--- config.mk ---
export PLATFORM = sky130hd
export DESIGN_NAME = ddp_top
export DESIGN_NICKNAME = d
export VERILOG_FILES = /design/src/pkg/ddp_pkg.sv /design/src/pkg/ddp_step_if.sv /design/src/hdl/ddp_step.sv /design/src/hdl/ddp_top.sv
export SDC_FILE = /design/constraint.sdc
export NUM_CORES = 1
export LEC_CHECK = 0
export BUFFER_PORTS_ARGS = -buffer_cell sky130_fd_sc_hd__buf_2
export CAP_MARGIN = 20
export CORE_ASPECT_RATIO = 1.5
export CORE_MARGIN = 1
export CORE_UTILIZATION = 45
export DETAILED_ROUTE_END_ITERATION = 8
export SETUP_SLACK_MARGIN = 0.05
export SLEW_MARGIN = 25
export SYNTH_ARGS = -nofsm -noshare
export SYNTH_HDL_FRONTEND = slang
export SYNTH_HIERARCHICAL = 1
export SYNTH_SLANG_ARGS = --single-unit
--- constraint.sdc ---
create_clock -name sys_clk -period 6.5 [get_ports sys_clk]
set_clock_uncertainty 0.1 [all_clocks]
set_input_delay 0.325 -clock sys_clk [delete_from_list [all_inputs] [get_ports sys_clk]]
set_output_delay 0.325 -clock sys_clk [all_outputs]
set_load 0.02 [all_outputs]
--- src/pkg/ddp_pkg.sv ---
// Package with the address map, field layout and encodings of the dual data pointer unit.
package ddp_pkg;

   // Width of each data pointer and of the special function register bus.
   localparam int PTR_W  = 24;
   localparam int SFR_AW = 8;
   localparam int SFR_DW = 8;

   // Special function register addresses.
   localparam logic [7:0] ADDR_PTR_CTL  = 8'ha7;
   localparam logic [7:0] ADDR_PTR_LOW  = 8'h82;
   localparam logic [7:0] ADDR_PTR_HIGH = 8'h83;
   localparam logic [7:0] ADDR_PTR_PAGE = 8'h84;

   // Pointer control register layout and power-on value.
   localparam int          CTL_SEL_BIT    = 0;
   localparam int          CTL_UNUSED_BIT = 1;
   localparam int          CTL_MMODE_LSB  = 2;
   localparam int          CTL_SMODE_LSB  = 4;
   localparam int          CTL_SWAP_BIT   = 6;
   localparam int          CTL_RSVD_BIT   = 7;
   localparam logic [7:0]  CTL_RESET      = 8'h00;
   localparam logic [23:0] PTR_RESET      = 24'h000000;
   localparam logic [7:0]  UNMAPPED_DATA  = 8'h00;

   // Byte positions of the pointer byte registers inside a pointer.
   localparam int LOW_LSB  = 0;
   localparam int HIGH_LSB = 8;
   localparam int PAGE_LSB = 16;

   // Per-pointer post-access modification modes.
   typedef enum logic [1:0] {
      DDP_MODE_STD = 2'h0,
      DDP_MODE_INC = 2'h1,
      DDP_MODE_DEC = 2'h2,
      DDP_MODE_TOG = 2'h3
   } ddp_mode_e;

   // Kind of external memory or code memory move reported by the core.
   typedef enum logic [1:0] {
      DDP_XFER_MOVC_ACTIVE_DATA_POINTER = 2'h0,
      DDP_XFER_MOVX_ACTIVE_DATA_POINTER = 2'h1,
      DDP_XFER_MOVC_PC   = 2'h2,
      DDP_XFER_MOVX_RI   = 2'h3
   } ddp_xfer_e;

endpackage

--- src/pkg/ddp_step_if.sv ---
// Interface that carries one pointer and its mode to a post-access step unit.
`timescale 1ns/1ps
interface ddp_step_if #(
   parameter int W = 24
);
   import ddp_pkg::*;

   ddp_mode_e      mode;
   logic [W-1:0]   cur;
   logic [W-1:0]   nxt;

   modport calc (input mode, input cur, output nxt);
   modport user (output mode, output cur, input nxt);
endinterface

--- src/hdl/ddp_step.sv ---
// Post-access modification of one data pointer: keep, increment, decrement or toggle bit 0.
`timescale 1ns/1ps
module ddp_step #(
   parameter int W = 24
) (
   // Pointer and mode in, modified pointer out.
   ddp_step_if.calc   st
);
   import ddp_pkg::*;

   localparam logic [W-1:0] ONE = {{(W-1){1'b0}}, 1'b1};

   // The carry runs across the whole width, so a page boundary is crossed without help.
   always_comb begin
      case (st.mode)
         DDP_MODE_STD: st.nxt = st.cur;
         DDP_MODE_INC: st.nxt = st.cur + ONE;
         DDP_MODE_DEC: st.nxt = st.cur - ONE;
         DDP_MODE_TOG: st.nxt = {st.cur[W-1:1], ~st.cur[0]};
         default:      st.nxt = st.cur;
      endcase
   end

endmodule

--- src/hdl/ddp_top.sv ---
// Dual data pointer unit: control register, two pointers and the post-access logic.
`timescale 1ns/1ps
import ddp_pkg::*;

// Functional notes
// - Two independent pointers exist, main and shadow, chosen by the control register.
// - Power-on clears the control register: main active, standard modes, no swapping.
// - With bit 6 set the active pointer flips after each qualifying move.
// - Bits 5:4 set shadow pointer behaviour: keep, increment, decrement, toggle bit 0.
// - Bits 3:2 give the main pointer the same four behaviours.
// - Both pointers are 24 bits; the selected one appears in low, high, page bytes.
// - Bit 0 clear shows the main pointer, bit 0 set shows the shadow pointer.
// - Bit 1 is absent, so incrementing the register just flips the select bit.
// - Only code and external moves through the pointer modify it; others leave both.
// - Every other pointer reference works on the pointer currently selected.
module ddp_top #(
   parameter int PW = ddp_pkg::PTR_W
) (
   // Clock and reset.
   input  wire logic                       sys_clk,
   input  wire logic                       rst_b,
   // Special function register bus from the core.
   input  wire logic [ddp_pkg::SFR_AW-1:0] sfr_addr,
   input  wire logic                       sfr_wr,
   input  wire logic                       sfr_rd,
   input  wire logic [ddp_pkg::SFR_DW-1:0] sfr_wdata,
   output logic      [ddp_pkg::SFR_DW-1:0] sfr_rdata_q,
   output logic                            sfr_hit_q,
   // Instruction events from the core.
   input  wire logic                       xfer_valid,
   input  wire ddp_pkg::ddp_xfer_e         xfer_kind,
   input  wire logic                       ptr_load,
   input  wire logic [PW-1:0]              ptr_load_val,
   input  wire logic                       ptr_inc,
   // Pointer state towards the core.
   output logic      [PW-1:0]              active_data_pointer_q,
   output logic                            pointer_select_q
);
   import ddp_pkg::*;

   localparam logic [PW-1:0] ONE = {{(PW-1){1'b0}}, 1'b1};

   // Control register fields and both pointers.
   logic                 sel_d;
   logic                 swap_q;
   logic                 swap_d;
   ddp_mode_e            mode_q [2];
   ddp_mode_e            mode_d [2];
   logic [PW-1:0]        ptr_q  [2];
   logic [PW-1:0]        ptr_d  [2];
   logic [PW-1:0]        step_nxt [2];
   logic [PW-1:0]        active_d;
   logic [SFR_DW-1:0]    rdata_d;
   logic                 hit_d;
   logic [SFR_DW-1:0]    ctl_view;
   logic [PW-1:0]        cur_ptr;
   logic                 qual_xfer;
   logic                 wr_ctl;
   logic                 wr_low;
   logic                 wr_high;
   logic                 wr_page;

   // One step unit per pointer; index 0 is the main pointer, index 1 the shadow.
   for (genvar i = 0; i < 2; i++) begin : g_step
      ddp_step_if #(.W(PW)) st_if ();
      assign st_if.mode  = mode_q[i];
      assign st_if.cur   = ptr_q[i];
      assign step_nxt[i] = st_if.nxt;
      ddp_step #(.W(PW)) u_step (
         .st (st_if)
      );
   end

   // Decode of the bus and of the instruction kind.
   assign wr_ctl    = sfr_wr && (sfr_addr == ADDR_PTR_CTL);
   assign wr_low    = sfr_wr && (sfr_addr == ADDR_PTR_LOW);
   assign wr_high   = sfr_wr && (sfr_addr == ADDR_PTR_HIGH);
   assign wr_page   = sfr_wr && (sfr_addr == ADDR_PTR_PAGE);
   assign qual_xfer = xfer_valid && ((xfer_kind == DDP_XFER_MOVC_ACTIVE_DATA_POINTER) ||
                                     (xfer_kind == DDP_XFER_MOVX_ACTIVE_DATA_POINTER));
   assign cur_ptr   = ptr_q[pointer_select_q];

   // Control register as software sees it; bits 7 and 1 are not stored and read zero.
   always_comb begin
      ctl_view                                     = CTL_RESET;
      ctl_view[CTL_SEL_BIT]                        = pointer_select_q;
      ctl_view[CTL_MMODE_LSB+1:CTL_MMODE_LSB]      = mode_q[0];
      ctl_view[CTL_SMODE_LSB+1:CTL_SMODE_LSB]      = mode_q[1];
      ctl_view[CTL_SWAP_BIT]                       = swap_q;
      ctl_view[CTL_UNUSED_BIT]                     = 1'b0;
      ctl_view[CTL_RSVD_BIT]                       = 1'b0;
   end

   // Next values of control fields and pointers.
   // Only one pointer changes per cycle: the selected one. A bus write to a
   // pointer byte beats a load, which beats an increment, which beats a move,
   // because the core never issues two of them in one instruction anyway.
   always_comb begin
      sel_d     = pointer_select_q;
      swap_d    = swap_q;
      mode_d[0] = mode_q[0];
      mode_d[1] = mode_q[1];
      ptr_d[0]  = ptr_q[0];
      ptr_d[1]  = ptr_q[1];

      if (wr_low) begin
         ptr_d[pointer_select_q][LOW_LSB+7:LOW_LSB] = sfr_wdata;
      end else if (wr_high) begin
         ptr_d[pointer_select_q][HIGH_LSB+7:HIGH_LSB] = sfr_wdata;
      end else if (wr_page) begin
         ptr_d[pointer_select_q][PAGE_LSB+7:PAGE_LSB] = sfr_wdata;
      end else if (ptr_load) begin
         ptr_d[pointer_select_q] = ptr_load_val;
      end else if (ptr_inc) begin
         ptr_d[pointer_select_q] = cur_ptr + ONE;
      end else if (qual_xfer) begin
         // The core has already used cur_ptr as the address; the step lands after it.
         ptr_d[pointer_select_q] = step_nxt[pointer_select_q];
      end

      // The swap follows the pointer update of the same move.
      if (qual_xfer && swap_q) begin
         sel_d = ~pointer_select_q;
      end

      // A control write wins over an automatic swap in the same cycle, so that
      // software always ends up with the select, mode and swap values it wrote.
      if (wr_ctl) begin
         sel_d     = sfr_wdata[CTL_SEL_BIT];
         mode_d[0] = ddp_mode_e'(sfr_wdata[CTL_MMODE_LSB+1:CTL_MMODE_LSB]);
         mode_d[1] = ddp_mode_e'(sfr_wdata[CTL_SMODE_LSB+1:CTL_SMODE_LSB]);
         swap_d    = sfr_wdata[CTL_SWAP_BIT];
      end

      active_d = ptr_d[sel_d];
   end

   // Read data comes from the state before this cycle's update.
   always_comb begin
      rdata_d = sfr_rdata_q;
      hit_d   = 1'b0;
      if (sfr_rd) begin
         hit_d = 1'b1;
         case (sfr_addr)
            ADDR_PTR_CTL:  rdata_d = ctl_view;
            ADDR_PTR_LOW:  rdata_d = cur_ptr[LOW_LSB+7:LOW_LSB];
            ADDR_PTR_HIGH: rdata_d = cur_ptr[HIGH_LSB+7:HIGH_LSB];
            ADDR_PTR_PAGE: rdata_d = cur_ptr[PAGE_LSB+7:PAGE_LSB];
            default: begin
               rdata_d = UNMAPPED_DATA;
               hit_d   = 1'b0;
            end
         endcase
      end
   end

   // Registers of the control fields and the read path.
   always_ff @(posedge sys_clk or negedge rst_b) begin
      if (!rst_b) begin
         pointer_select_q <= CTL_RESET[CTL_SEL_BIT];
         swap_q           <= CTL_RESET[CTL_SWAP_BIT];
         mode_q[0]        <= DDP_MODE_STD;
         mode_q[1]        <= DDP_MODE_STD;
         sfr_rdata_q      <= UNMAPPED_DATA;
         sfr_hit_q        <= 1'b0;
      end else begin
         pointer_select_q <= sel_d;
         swap_q           <= swap_d;
         mode_q[0]        <= mode_d[0];
         mode_q[1]        <= mode_d[1];
         sfr_rdata_q      <= rdata_d;
         sfr_hit_q        <= hit_d;
      end
   end

   // Registers of both pointers and the active copy the core addresses with.
   // Keeping a registered copy costs 24 flops but keeps the mux off the address path.
   always_ff @(posedge sys_clk or negedge rst_b) begin
      if (!rst_b) begin
         ptr_q[0]              <= PW'(PTR_RESET);
         ptr_q[1]              <= PW'(PTR_RESET);
         active_data_pointer_q <= PW'(PTR_RESET);
      end else begin
         ptr_q[0]              <= ptr_d[0];
         ptr_q[1]              <= ptr_d[1];
         active_data_pointer_q <= active_d;
      end
   end

endmodule

## Word-level counts from Yosys, hierarchy flattened

Index checks and enable logic that the tools add are counted.

- Flip-flop bits (word level): 87
- Input port bits: 49
- Output and inout bits: 34
- Word-level logic and storage cells: 81

- Add/subtract/negate cells: 5
- Order comparisons: 3
- Equal/unequal tests: 11
- Muxes and demuxes: 36
- Bitwise operators: 5
- Reductions and logical operators: 12

Operators with widths:

| operator | number |
|---|---|
| 48-bit bitwise mux | 6 |
| 48-bit 2-to-1 mux | 6 |
| 24-bit 2-to-1 mux | 11 |
| 24-bit one-hot mux with 4 select lines | 2 |
| 24-bit demux with 1-bit select | 4 |
| 24-bit by 1-bit adder with 24-bit output, second input constant | 3 |
| 24-bit by 1-bit subtractor with 24-bit output, second input constant | 2 |
| 8-bit == test, second input constant | 4 |
| 8-bit one-hot mux with 4 select lines | 1 |
| 16-bit 2-to-1 mux | 1 |
| 2-bit == test, second input constant | 4 |
| 8-bit 2-to-1 mux | 1 |
| 1-bit logical AND | 7 |
| 2-bit by 1-bit == test with 1-bit output, second input constant | 3 |
| 2-bit zero test | 3 |
| 2-bit greater-or-equal comparator, second input constant | 2 |
| 1-bit 2-to-1 mux | 4 |
| 1-bit inverter with 2-bit output | 2 |
| 4-bit OR reduction | 1 |
| 1-bit inverter | 3 |
| 2-bit by 1-bit less-than comparator with 1-bit output, second input constant | 1 |
| 1-bit logical OR | 1 |

## Logic depth before layout (Yosys ltp)

Gate-level depths: netlist of run 1.

- Word-level depth: 15
- Gate-level depth with buffers: 22

## Hierarchy

The synthesis of run 1 kept the hierarchy.

Modules (own cells, without submodules):

| module | times used | cells an instance | area each (um^2) | sequential area each (um^2) |
|---|---|---|---|---|
| ddp_top | 1 | 931 | 7,364.6 | 2,177.1 |
| ddp_step | 2 | 353 | 2,299.7 | 0.0 |

## Least setup slack after synthesis of run 1

No wires, ideal clock.

- Kind: flip-flop to flip-flop
- Start: reg mode_q (netlist bit g_step[1].st_if.mode[0])
- End: reg active_data_pointer_q[22]
- Arrival: 4,253 ps
- Required time: 6,275 ps
- Path slack: 2,022 ps
- Stages on the path, launching flop included: 23
- Buffers on the path: 5
- Period minus slack after synthesis: 4,478 ps
- Cells stage by stage: dfrtp_1 inv_1 ha_1 buf_4 buf_2 clkbuf_8 clkbuf_8 buf_6 xor2_1 ha_1 and3b_1 o21ai_0 a21oi_1 o21ai_0 a211oi_1 or3_1 a32o_1 nand3_1 a32o_1 o22ai_1 a21o_1 a22o_1 mux2_2

RTL lines:

| item | line | RTL |
|---|---|---|
| start: declaration | ddp_top.sv:47 | `ddp_mode_e mode_q [2];` |
| end signal: assignment | ddp_top.sv:182 | `active_data_pointer_q <= PW'(PTR_RESET);` |
| end signal: assignment | ddp_top.sv:186 | `active_data_pointer_q <= active_d;` |
| end: declaration | ddp_top.sv:36 | `output logic [PW-1:0] active_data_pointer_q,` |

==> metrics.md, run 1 <==
| Metric | Value |
|---|---|
| Run status | completed |
| Number of standard-cell rows in the floorplan | 72 |
| Vias in the first global route | 12800 |
| Final count of pins violating max slew | 0 |
| Remaining routing DRC violations | 0 |
| Synth async-reset ratio | 1.00 |
| Count of vias placed by the detailed router | 13800 |
| Critical register-to-register path startpoint | g_step[1].st_if.mode[0] |
| Number of post-CTS setup repair buffers | 0 |
| Share of the clock period used by the worst path | 0.781 |
| Critical path fanouts, max | 56 |
| Required time of the worst setup path | 6.64 ns |
| Grt ovf | 0 |
| Average instance area after synthesis | 7.31 sq um |
| Setup Total Neg Slack | 0 ns |
| Largest area contributor in the netlist | dfrtp_1 |
| Highest clock rate | 197 MHz |
| Clock latency on the worst-skew pair | 0.37 ns |
| Routed length per instance | 26.2 microns |
| Pin count of the biggest net entering global routing | 74 |
| Startpoint-to-endpoint class of the critical path | reg2reg |
| Post-synth design cell area | 0.0120 sq mm |
| Count of nets after finishing | 1673 |
| CTS HTree Levels | 3 |
| GRT Resource Usage Total | 0.373 |
| Inserted Diodes | 0 |
| Final hold vios | 0 |
| Die outline height | 202 microns |
| Starting Density | 0.461 |
| Routability congestion estimate from global placement | 1.02 |
| Post-synth top flop | dfrtp_1 |
| Terminus of the critical flop-to-flop path | active_data_pointer_q[17] |
| Critical Path End Type | flip-flop |
| Worst path arrival time | 5.22 ns |
| Remaining antenna violation count after routing | 0 |
| Leakage power figure | 4.91 nW |
| Die area | 0.0273 sq mm |
| Post-synthesis net count | 1701 |
| Unique cell type count in the Yosys netlist | 101 |
| Count of cells along the worst register-to-register path | 15 |
| Sinks on Clock Net | 87 |
| Number of antenna violations at the first check in global routing | 1 |
| Clk buf depth | 2 |
| Synth warn | 6 |
| Number of buffers created by CTS | 9 |
| PostCTS Resize Cnt | 0 |
| Worst hold start | sfr_rd |
| Leading cell types by total area after synthesis | dfrtp_1, nand2_1, o21ai_0 |
| Setup repair after global routing missed its margin | false |
| Areal power density over the cells | 341 mW/mm^2 |
| Fraction of layout instances using a drive strength above 1 | 0.153 |
| Aggregate routed wire length | 50.9 mm |
| Worst vdd rail ir drop | 0.295 mV |
| WHS Path Cells | 2 |
| Area growth from synthesis to layout | 4.74% |
| Wire length of the first global-routing pass | 76.9 mm |
| Number of DRC violations after detailed-routing iteration 0 | 1791 |
| Boundary pin count | 83 |
| Synth Instances | 1637 |
| Number of detailed-routing iterations run before antenna repair | 6 |
| Number of I/O port buffers | 81 |
| Worst hold path class | in2reg |
| CTS Root Buffer Type | clkbuf_16 |
| Portion of the post-synthesis area used by sequential elements | 0.182 |
| DIE WIDTH | 135 microns |
| Most used standard cells in the synthesized netlist | nand2_1, o21ai_0, a21oi_1, nor2_1, clkbuf_1 |
| Worst Hold Path EP | sfr_rdata_q[1] |
| Finish-stage setup viols | 0 |
| Slew @ Worst Pin | 0.990 ns |
| Relative slew slack | 0.338 |
| Area fraction of the dominant cell type after synthesis | 0.182 |
| Clock tree from TritonCTS | built |
| Clk pin slew, worst setup/hold paths | 0.07 ns |
| Most frequent cell after synthesis | nand2_1 |
| Post-detailed-placement half-perimeter wirelength | 37.1 mm |
| CORE AREA | 0.0259 sq mm |
| Minimum setup slack among reg-to-reg paths | 1.43 ns |
| Tmin final | 5.07 ns |
| Startpoint type of the worst setup path | flip-flop |
| Count of maximum capacitance violations | 0 |
| Flip-flop and latch count after synthesis | 87 |
| Via-to-Cell Ratio | 7.11 |
| Utilization of the core after routing | 0.483 |
| EDFF count, synth | 0 |
layer usage:
| layer | vias up | routed length, microns | global-route usage |
|---|---|---|---|
| met3 | 248 | 4640 | 0.0711 |
| met4 | 2 | 4790 | 0.303 |
| met2 | 894 | 22600 | 0.580 |
| li1 | 6191 | - | - |
| met1 | 6514 | 18900 | 0.443 |
| met5 | - | 8 | 0 |
sequential cells by signal, summed over array words and instances (netlist names):
signal,flops
sfr_rdata_q,8
g_step.st_if.mode,4
g_step.st_if.cur,48
sfr_hit_q,1
pointer_select_q,1
active_data_pointer_q,24
swap_q,1
stage by stage:
stage	setup slack [ns]	cells	hold slack (ns)	power, W	area, sq um
after global placement	1.65	1930	0.133	0.00363	12200
after floorplan	2.02	1637	-0.0706	0.00290	12000
after CTS	1.62	1947	0.217	0.00418	12500
after global routing	1.20	1947	0.237	0.00450	12500
after detailed placement	1.64	1930	0.140	0.00365	12200
final	1.43	1947	0.223	0.00427	12500
worst max-delay path, cell delays in order (launching register included):
cell and delay, ns:
dfrtp_1 0.47, inv_1 0.14, ha_2 0.36, buf_4 0.55, nand2_4 0.18, o32a_1 0.40
a211oi_1 0.52, o211ai_1 0.25, a21o_1 0.22, a31oi_1 0.15, o21ai_0 0.10, mux2_2 0.28
a221oi_1 0.51, o21ai_0 0.19, o22a_1 0.22, mux2_2 0.27
worst max-delay path by stage:
stage	startpoint	to	slack [ns]	depth (start not counted)
finish	g_step[1].st_if.mode[0]	active_data_pointer_q[17]	1.43	15
floorplan	g_step[1].st_if.mode[0]	active_data_pointer_q[22]	2.02	22
global route	g_step[0].st_if.mode[0]	active_data_pointer_q[23]	1.20	17
detailed placement	g_step[0].st_if.mode[0]	active_data_pointer_q[23]	1.64	17
CTS	g_step[0].st_if.mode[0]	active_data_pointer_q[23]	1.62	17
global placement	g_step[0].st_if.mode[0]	active_data_pointer_q[23]	1.65	17
layout make-up:
type | instances | area [sq um]
sequential | 87 | 2180
clock inverter | 7 | 55.1
inverter | 42 | 158
tap | 333 | 417
fill | 2674 | 13400
clock buffer | 9 | 225
timing repair buffer | 123 | 726
multi-input combinational | 1346 | 8770
power by group:
group          switching, W  internal, W
Clock              0.000251     0.000263
Combinational       0.00153     0.000986
Sequential         0.000533     0.000714
cell families after synthesis:
logic type / synth area share
buffers and inverters: 0.0864
muxes: 0.0752
xor gates and xnor gates: 0.0271
and+or+nand+nor: 0.259
AOI/OAI and AO/OA: 0.354
adders and majority gates: 0.0157
DFF: 0.182
cell usage in the layout, fill, tap and decap left out, types with 10 or more instances in the layout:
master,count
nor2_1,115
nand2_1,179
ha_1,13
o21a_1,14
and3_1,14
nor4_1,19
nor2b_1,21
buf_4,42
xnor2_1,30
nor3_1,37
nand3_1,55
a211o_1,11
a22oi_1,25
o21ai_0,130
a22o_1,23
nand2b_1,11
buf_2,80
o22ai_1,35
inv_1,39
a21oi_1,119
a32o_1,10
o211ai_1,13
mux2i_1,46
a21o_1,13
or3_1,17
nand3b_1,17
a31oi_1,19
o32ai_1,12
o31ai_1,15
mux2_2,39
dfrtp_1,86
nand4_1,18
nor3b_1,11
a211oi_1,22
o21ai_1,11
a32oi_1,15
what timing repair did:
item,in CTS,in global routing
setup endpoints to repair,0,0
hold buffers,1,0
hold endpoints to repair,21,0
No activity file was read; power rests on OpenSTA's default activity.
==> inputs of run 2 (changes only) <==
==> constraint.sdc (replaced) <==
create_clock -name sys_clk -period 4.2 [get_ports sys_clk]
set_clock_uncertainty 0.1 [all_clocks]
set_input_delay 0.21 -clock sys_clk [delete_from_list [all_inputs] [get_ports sys_clk]]
set_output_delay 0.21 -clock sys_clk [all_outputs]
set_load 0.02 [all_outputs]
==> metrics.md, run 2 (synthesized netlist as in run 1, its figures left out) <==
| Metric | Value |
|---|---|
| Required time of the worst setup path | 4.42 ns (-2.22 ns) |
| Number of DRC violations after detailed-routing iteration 0 | 1775 (-0.89%) |
| Pin count of the biggest net entering global routing | 57 (-23%) |
| Most common cell after layout, fill and taps aside | nand2_1 |
| Layout Cells excl Fill | 2074 (+6.5%) |
| Commonest cells after routing, fill and taps aside | nand2_1, buf_4, o21ai_0, a21oi_1, nor2_1 |
| Minimum setup slack among reg-to-reg paths | 0.16 ns (-1.26 ns) |
| Die outline height | 202 microns (unchanged) |
| Die area | 0.0273 sq mm (unchanged) |
| Starting Density | 0.461 (unchanged) |
| Worst path arrival time | 4.25 ns (-0.97 ns) |
| Critical register-to-register path startpoint | g_step[0].st_if.mode[0] |
| Leakage power figure | 5.57 nW (+13%) |
| Post-detailed-placement half-perimeter wirelength | 45.8 mm (+23%) |
| CTS HTree Levels | 3 (unchanged) |
| Areal power density over the cells | 541 mW/mm^2 (+58%) |
| Placed instance count | 2056 (+6.5%) |
| Number of standard-cell rows in the floorplan | 72 (unchanged) |
| Count of cells along the worst register-to-register path | 18 (+3) |
| Total power after layout | 0.00737 W (+72%) |
| Count of nets after finishing | 1800 (+7.6%) |
| Tmin final | 4.04 ns (-1.04 ns) |
| Clock latency on the worst-skew pair | 0.37 ns (about the same) |
| Number of detailed-routing iterations run before antenna repair | 6 (unchanged) |
| Number of flip-flops under the largest register name | 48 (unchanged) |
| Setup repair after global routing missed its margin | true |
| Sinks on Clock Net | 87 (unchanged) |
| Critical Path End Type | flip-flop |
| Worst slack after detailed placement | 0.114 ns (-1.53 ns) |
| Final hold vios | 0 (unchanged) |
| Number of buffers created by CTS | 9 (unchanged) |
| Worst Hold Path EP | sfr_rdata_q[4] |
| Via-to-Cell Ratio | 6.95 (-2.3%) |
| CTS Root Buffer Type | clkbuf_16 |
| Routed length per instance | 28.8 microns (+10%) |
| Startpoint-to-endpoint class of the critical path | reg2reg |
| Number of I/O port buffers | 81 (unchanged) |
| Wire length of the first global-routing pass | 87.3 mm (+14%) |
| Finish-stage setup viols | 0 (unchanged) |
| Vias in the first global route | 13500 (+5.2%) |
| Terminus of the critical flop-to-flop path | active_data_pointer_q[18] |
| Remaining antenna violation count after routing | 0 (unchanged) |
| DIE WIDTH | 135 microns (unchanged) |
| Boundary pin count | 83 (unchanged) |
| Count of maximum capacitance violations | 0 (unchanged) |
| Count of vias placed by the detailed router | 14400 (+4.1%) |
| Share of the clock period used by the worst path | 0.961 (+0.180) |
| CORE AREA | 0.0259 sq mm (unchanged) |
| Aggregate routed wire length | 59.7 mm (+17%) |
| Grt ovf | 0 (unchanged) |
| Relative slew slack | 0.400 (+0.0627) |
| Worst hold path class | in2reg |
| WHS Path Cells | 2 (unchanged) |
| Highest clock rate | 248 MHz (+26%) |
| Final count of pins violating max slew | 0 (unchanged) |
| Routability congestion estimate from global placement | 1.04 (+2.0%) |
| Final setup slack of the worst path | 0.165 ns (-1.26 ns) |
| Fraction of layout instances using a drive strength above 1 | 0.226 (+0.0727) |
| Worst vdd rail ir drop | 0.428 mV (+45%) |
| GRT Resource Usage Total | 0.436 (+0.0629) |
| Run status | completed |
| Slew @ Worst Pin | 0.892 ns (-0.0973 ns) |
| Number of antenna violations at the first check in global routing | 1 (unchanged) |
| Startpoint type of the worst setup path | flip-flop |
| Clock tree from TritonCTS | built |
| Remaining routing DRC violations | 0 (unchanged) |
| Area growth from synthesis to layout | 13.9% |
| Critical path fanouts, max | 10 (-82%) |
| Inserted Diodes | 0 (unchanged) |
| Clk buf depth | 2 (unchanged) |
| Worst hold start | sfr_rd |
| Clk pin slew, worst setup/hold paths | 0.07 ns (about the same) |
[run 2: area by class of cell]
type                       instances  area [sq um]
clock buffer                       9           225
sequential                        87          2180
tap                              333           417
timing repair buffer             250          1720
multi-input combinational       1346          8870
fill                            2572         12300
inverter                          42           158
clock inverter                     7          55.1
[run 2: worst max path at each step]
stage | start | endpoint | slack, ns | cells after the start
2_1_floorplan | g_step[0].st_if.mode[0] | active_data_pointer_q[22] | 0.04 | 22
3_3_place_gp | g_step[0].st_if.mode[0] | active_data_pointer_q[17] | 0.13 | 21
3_5_place_dp | g_step[0].st_if.mode[0] | active_data_pointer_q[23] | 0.11 | 19
4_1_cts | g_step[0].st_if.mode[0] | active_data_pointer_q[23] | 0.05 | 19
5_1_grt | g_step[0].st_if.mode[0] | active_data_pointer_q[18] | -0.02 | 18
6_report | g_step[0].st_if.mode[0] | active_data_pointer_q[18] | 0.16 | 18
[run 2: through the flow]
| stage | instance area [sq um] | TNS (ns) | util | hold slack, ns |
|---|---|---|---|---|
| floorplan | 12000 | 0 | - | -0.186 |
| detailed placement | 13300 | 0 | 0.511 | 0.257 |
| global placement | 13300 | 0 | 0.511 | 0.236 |
| CTS | 13500 | 0 | 0.522 | 0.0884 |
| global route | 13600 | -0.0187 | 0.525 | 0.104 |
| finish | 13600 | 0 | 0.525 | 0.0930 |
[run 2: routing by layer]
metal / share of wire / track usage / routed length (microns)
met5: 0.00012 / 0 / 7
met4: 0.084 / 0.321 / 5010
met3: 0.089 / 0.0882 / 5340
met2: 0.44 / 0.667 / 26500
met1: 0.38 / 0.537 / 22800
[run 2: where the power goes]
| part | switching [W] | leakage (nW) | internal (W) | total, W |
|---|---|---|---|---|
| clock network | 0.000409 | 0.139 | 0.000410 | 0.000819 |
| logic | 0.00304 | 4.44 | 0.00185 | 0.00489 |
| registers | 0.000544 | 0.988 | 0.00111 | 0.00166 |
| total | 0.00400 | 5.57 | 0.00337 | 0.00737 |
[run 2: critical path: stages, from the launching register on]
cell and delay [ns]:
dfrtp_1 0.35, inv_1 0.08, ha_2 0.21, buf_12 0.14
xor2_1 0.15, ha_1 0.21, and3b_1 0.24, o21ai_2 0.22
a21oi_2 0.11, buf_4 0.16, o211ai_1 0.24, o221ai_2 0.19
xnor2_1 0.19, a311o_1 0.27, o21ai_0 0.11, a221oi_1 0.33
a21oi_1 0.08, o2bb2ai_1 0.37, mux2_4 0.23
[run 2: what timing repair did]
| action | 4_1_cts | 5_1_grt |
|---|---|---|
| gates resized for setup | 0 | 18 |
| endpoints found under the hold margin | 55 | 0 |
| buffers inserted | 0 | 1 |
| hold buffers | 1 | 0 |
| endpoints found under the setup margin | 0 | 9 |
==> inputs of run 3 (changes only) <==
--- a/config.mk
+++ b/config.mk
@@ -5,15 +5,16 @@
 export SDC_FILE = /design/constraint.sdc
 export NUM_CORES = 1
 export LEC_CHECK = 0
+export ABC_CLOCK_PERIOD_IN_PS = 4200
 export BUFFER_PORTS_ARGS = -buffer_cell sky130_fd_sc_hd__buf_2
 export CAP_MARGIN = 20
 export CORE_ASPECT_RATIO = 1.5
 export CORE_MARGIN = 1
 export CORE_UTILIZATION = 45
 export DETAILED_ROUTE_END_ITERATION = 8
+export PLACE_DENSITY = 0.65
 export SETUP_SLACK_MARGIN = 0.05
 export SLEW_MARGIN = 25
 export SYNTH_ARGS = -nofsm -noshare
 export SYNTH_HDL_FRONTEND = slang
-export SYNTH_HIERARCHICAL = 1
 export SYNTH_SLANG_ARGS = --single-unit
==> metrics.md, run 3 <==
| Metric | Value |
|---|---|
| Largest area contributor in the netlist | dfrtp_1 |
| Clk pin slew, worst setup/hold paths | 0.07 ns (about the same) |
| Sequential share of power | 0.316 (+0.091) |
| Layout Cells excl Fill | 1746 (-16%) |
| Number of detailed-routing iterations run before antenna repair | 6 (unchanged) |
| Clock latency on the worst-skew pair | 0.38 ns (about the same) |
| Worst hold path class | in2reg |
| Area fraction of the dominant cell type after synthesis | 0.206 (+0.0238) |
| Boundary pin count | 83 (unchanged) |
| Leakage power figure | 4.28 nW (-23%) |
| Count of vias placed by the detailed router | 12100 (-16%) |
| Most used cell along the critical path | mux2_2 |
| Synth async-reset ratio | 1.00 (unchanged) |
| Grt ovf | 0 (unchanged) |
| PostCTS Resize Cnt | 0 (unchanged) |
| Remaining antenna violation count after routing | 0 (unchanged) |
| Final hold vios | 0 (unchanged) |
| Worst hold start | sfr_rd |
| CTS Root Buffer Type | clkbuf_16 |
| Number of I/O port buffers | 81 (unchanged) |
| Pin count of the biggest net entering global routing | 91 (+60%) |
| Startpoint type of the worst setup path | flip-flop |
| Count of cells along the worst register-to-register path | 11 (-7) |
| CP Buf/Inv Count | 1 (-2) |
| Placed instance count | 1729 (-16%) |
| CORE AREA | 0.0231 sq mm (-11%) |
| Family of cells with the greatest summed delay on the critical path | compound AO/OA/AOI/OAI gates |
| Worst slack on hold paths | 0.0449 ns (-0.0481 ns) |
| Leading cell types by total area after synthesis | dfrtp_1, o21ai_0, a21oi_1 |
| Most common cell after layout, fill and taps aside | nand2_1 |
| Relative slew slack | 0.317 (-0.0830) |
| Portion of the post-synthesis area used by sequential elements | 0.206 (+0.0238) |
| Number of standard-cell rows in the floorplan | 68 (-5.6%) |
| Setup repair after global routing missed its margin | false |
| P_int | 0.00304 W (-9.8%) |
| Inserted Diodes | 0 (unchanged) |
| Worst vdd rail ir drop | 0.261 mV (-39%) |
| Post-synth design cell area | 0.0106 sq mm (-12%) |
| Synth warn | 0 (-6) |
| Flip-flop and latch count after synthesis | 87 (unchanged) |
| EDFF count, synth | 0 (unchanged) |
| Worst path depth | 11 (-7) |
| Final setup slack of the worst path | 0.317 ns (+0.152 ns) |
| Via-to-Cell Ratio | 6.95 (about the same) |
| Area growth from synthesis to layout | 7.94% |
| Routability congestion estimate from global placement | 1.01 (-3.0%) |
| Remaining routing DRC violations | 0 (unchanged) |
| Commonest cells after routing, fill and taps aside | nand2_1, o21ai_0, nor2_1, a21oi_1, dfrtp_1 |
| Sinks on Clock Net | 87 (unchanged) |
| Cells along the critical path | mux2_2, ha_1, nand4b_1, a222oi_1, buf_4, and3_1, nand2_1, mux2i_1, a2111oi_0, a211o_1, mux2_2 |
| Final count of pins violating max slew | 0 (unchanged) |
| Starting Density | 0.459 (-0.00237) |
| Clock power share | 0.130 (+0.019) |
| Worst slack after detailed placement | 0.433 ns (+0.319 ns) |
| Critical register-to-register path startpoint | pointer_select_q |
| Synth Instances | 1444 (-12%) |
| Clk buf depth | 2 (unchanged) |
| Count of nets after finishing | 1486 (-17%) |
| Average instance area after synthesis | 7.33 sq um (+0.23%) |
| Run status | completed |
| Die area | 0.0241 sq mm (-11%) |
| Worst path arrival time | 4.10 ns (-0.15 ns) |
| Wire length of the first global-routing pass | 68.6 mm (-21%) |
| Unique cell type count in the Yosys netlist | 96 (-5.0%) |
| Number of buffers created by CTS | 9 (unchanged) |
| WHS Path Cells | 2 (unchanged) |
| Fraction of layout instances using a drive strength above 1 | 0.150 (-0.0755) |
| GRT Resource Usage Total | 0.380 (-0.0557) |
| CTS HTree Levels | 3 (unchanged) |
| Setup Total Neg Slack | 0 ns (unchanged) |
| Critical Path End Type | flip-flop |
| DIE WIDTH | 127 microns (-5.9%) |
| Startpoint-to-endpoint class of the critical path | reg2reg |
| Routed length per instance | 26.3 microns (-8.8%) |
| Cell at the slowest stage of the critical path | dfrtp_4 |
| Clock tree from TritonCTS | built |
| Aggregate routed wire length | 45.9 mm (-23%) |
| Number of DRC violations after detailed-routing iteration 0 | 1716 (-3.3%) |
| Post-detailed-placement half-perimeter wirelength | 33.0 mm (-28%) |
| Finish-stage setup viols | 0 (unchanged) |
| Switching power of the nets | 0.00352 W (-12%) |
| Most frequent cell after synthesis | nand2_1 |
| Share of the clock period used by the worst path | 0.924 (-0.0363) |
| Count of maximum capacitance violations | 0 (unchanged) |
| Slew @ Worst Pin | 1.02 ns (+0.128 ns) |
| Most used standard cells in the synthesized netlist | nand2_1, clkbuf_1, o21ai_0, nor2_1, a21oi_1 |
| Post-synth top flop | dfrtp_1 |
| Vias in the first global route | 11200 (-17%) |
| Number of flip-flops under the largest register name | 48 (unchanged) |
| Utilization of the core after routing | 0.495 (-0.0299) |
| Crit path from | pointer_select_q |
| Maximum single-stage delay on the critical path | 0.63 ns (+0.26 ns) |
| Highest clock rate | 258 MHz (+3.9%) |
| Number of antenna violations at the first check in global routing | 0 (-1) |
| Post-synthesis net count | 1504 (-12%) |
| Required time of the worst setup path | 4.42 ns (about the same) |
| Areal power density over the cells | 575 mW/mm^2 (+6.3%) |
| Comb power frac | 0.554 (-0.110) |
| Critical path fanouts, max | 26 (+16) |
| Tmin final | 3.88 ns (-0.152 ns) |
| Die outline height | 190 microns (-5.9%) |
| Net Sw Frac | 0.537 (-0.00559) |
[run 3: repair_timing]
action                    in CTS  in global routing
hold buffers                   1                  0
hold endpoints to repair      53                  0
setup buffers                  0                  0
[run 3: path summary, 6_finish.rpt]
| check | endpoint | slack, ns |
|---|---|---|
| setup / recovery | active_data_pointer_q[22] | 0.32 |
| hold / removal | sfr_rdata_q[7] | 0.04 |
| setup reg to reg | active_data_pointer_q[22] | 0.32 |
| hold reg to reg | sfr_rdata_q[7] | 0.43 |
| max in group asynchronous | pointer_select_q | 2.63 |
| min in group asynchronous | active_data_pointer_q[22] | 0.36 |
[run 3: metal layers]
metal / GRT usage / up-vias / wire, microns
met2: 0.584 / 806 / 20300
met3: 0.0748 / 243 / 4450
met5: 0 / - / 0
li1: - / 5394 / -
met4: 0.321 / 0 / 4420
met1: 0.457 / 5699 / 16700
[run 3: cell families after synthesis]
kind of cell               Yosys count  share of synthesized area
AOI/OAI and AO/OA                  515                      0.330
and+or+nand+nor                    481                      0.239
buffers and inverters              201                     0.0761
DFF                                 87                      0.206
muxes                               78                     0.0780
xor gates and xnor gates            71                     0.0588
adders and majority gates           11                     0.0130
[run 3: through the flow]
stage	instance area (sq um)	power, W
final	11400	0.00656
after CTS	11400	0.00640
after global placement	11100	0.00551
after detailed placement	11100	0.00555
after global routing	11400	0.00687
after floorplan	10600	0.00440
[run 3: power groups by stage]
| stage | sequential [W] | clock [W] | combinational [W] |
|---|---|---|---|
| after floorplan | 0.00146 | 0 | 0.00294 |
| after global placement | 0.00203 | 0 | 0.00348 |
| after detailed placement | 0.00204 | 0 | 0.00351 |
| after CTS | 0.00202 | 0.000846 | 0.00353 |
| after global routing | 0.00212 | 0.000873 | 0.00389 |
| final | 0.00207 | 0.000850 | 0.00364 |
[run 3: final cells by class]
cell class                      instances  area, sq um
Fill cell                            2278        11600
Clock inverter                          5         40.0
Clock buffer                           11          253
Tap cell                              315          394
Multi-Input combinational cell       1156         7600
Timing Repair Buffer                  130          791
Sequential cell                        87         2180
Inverter                               42          158
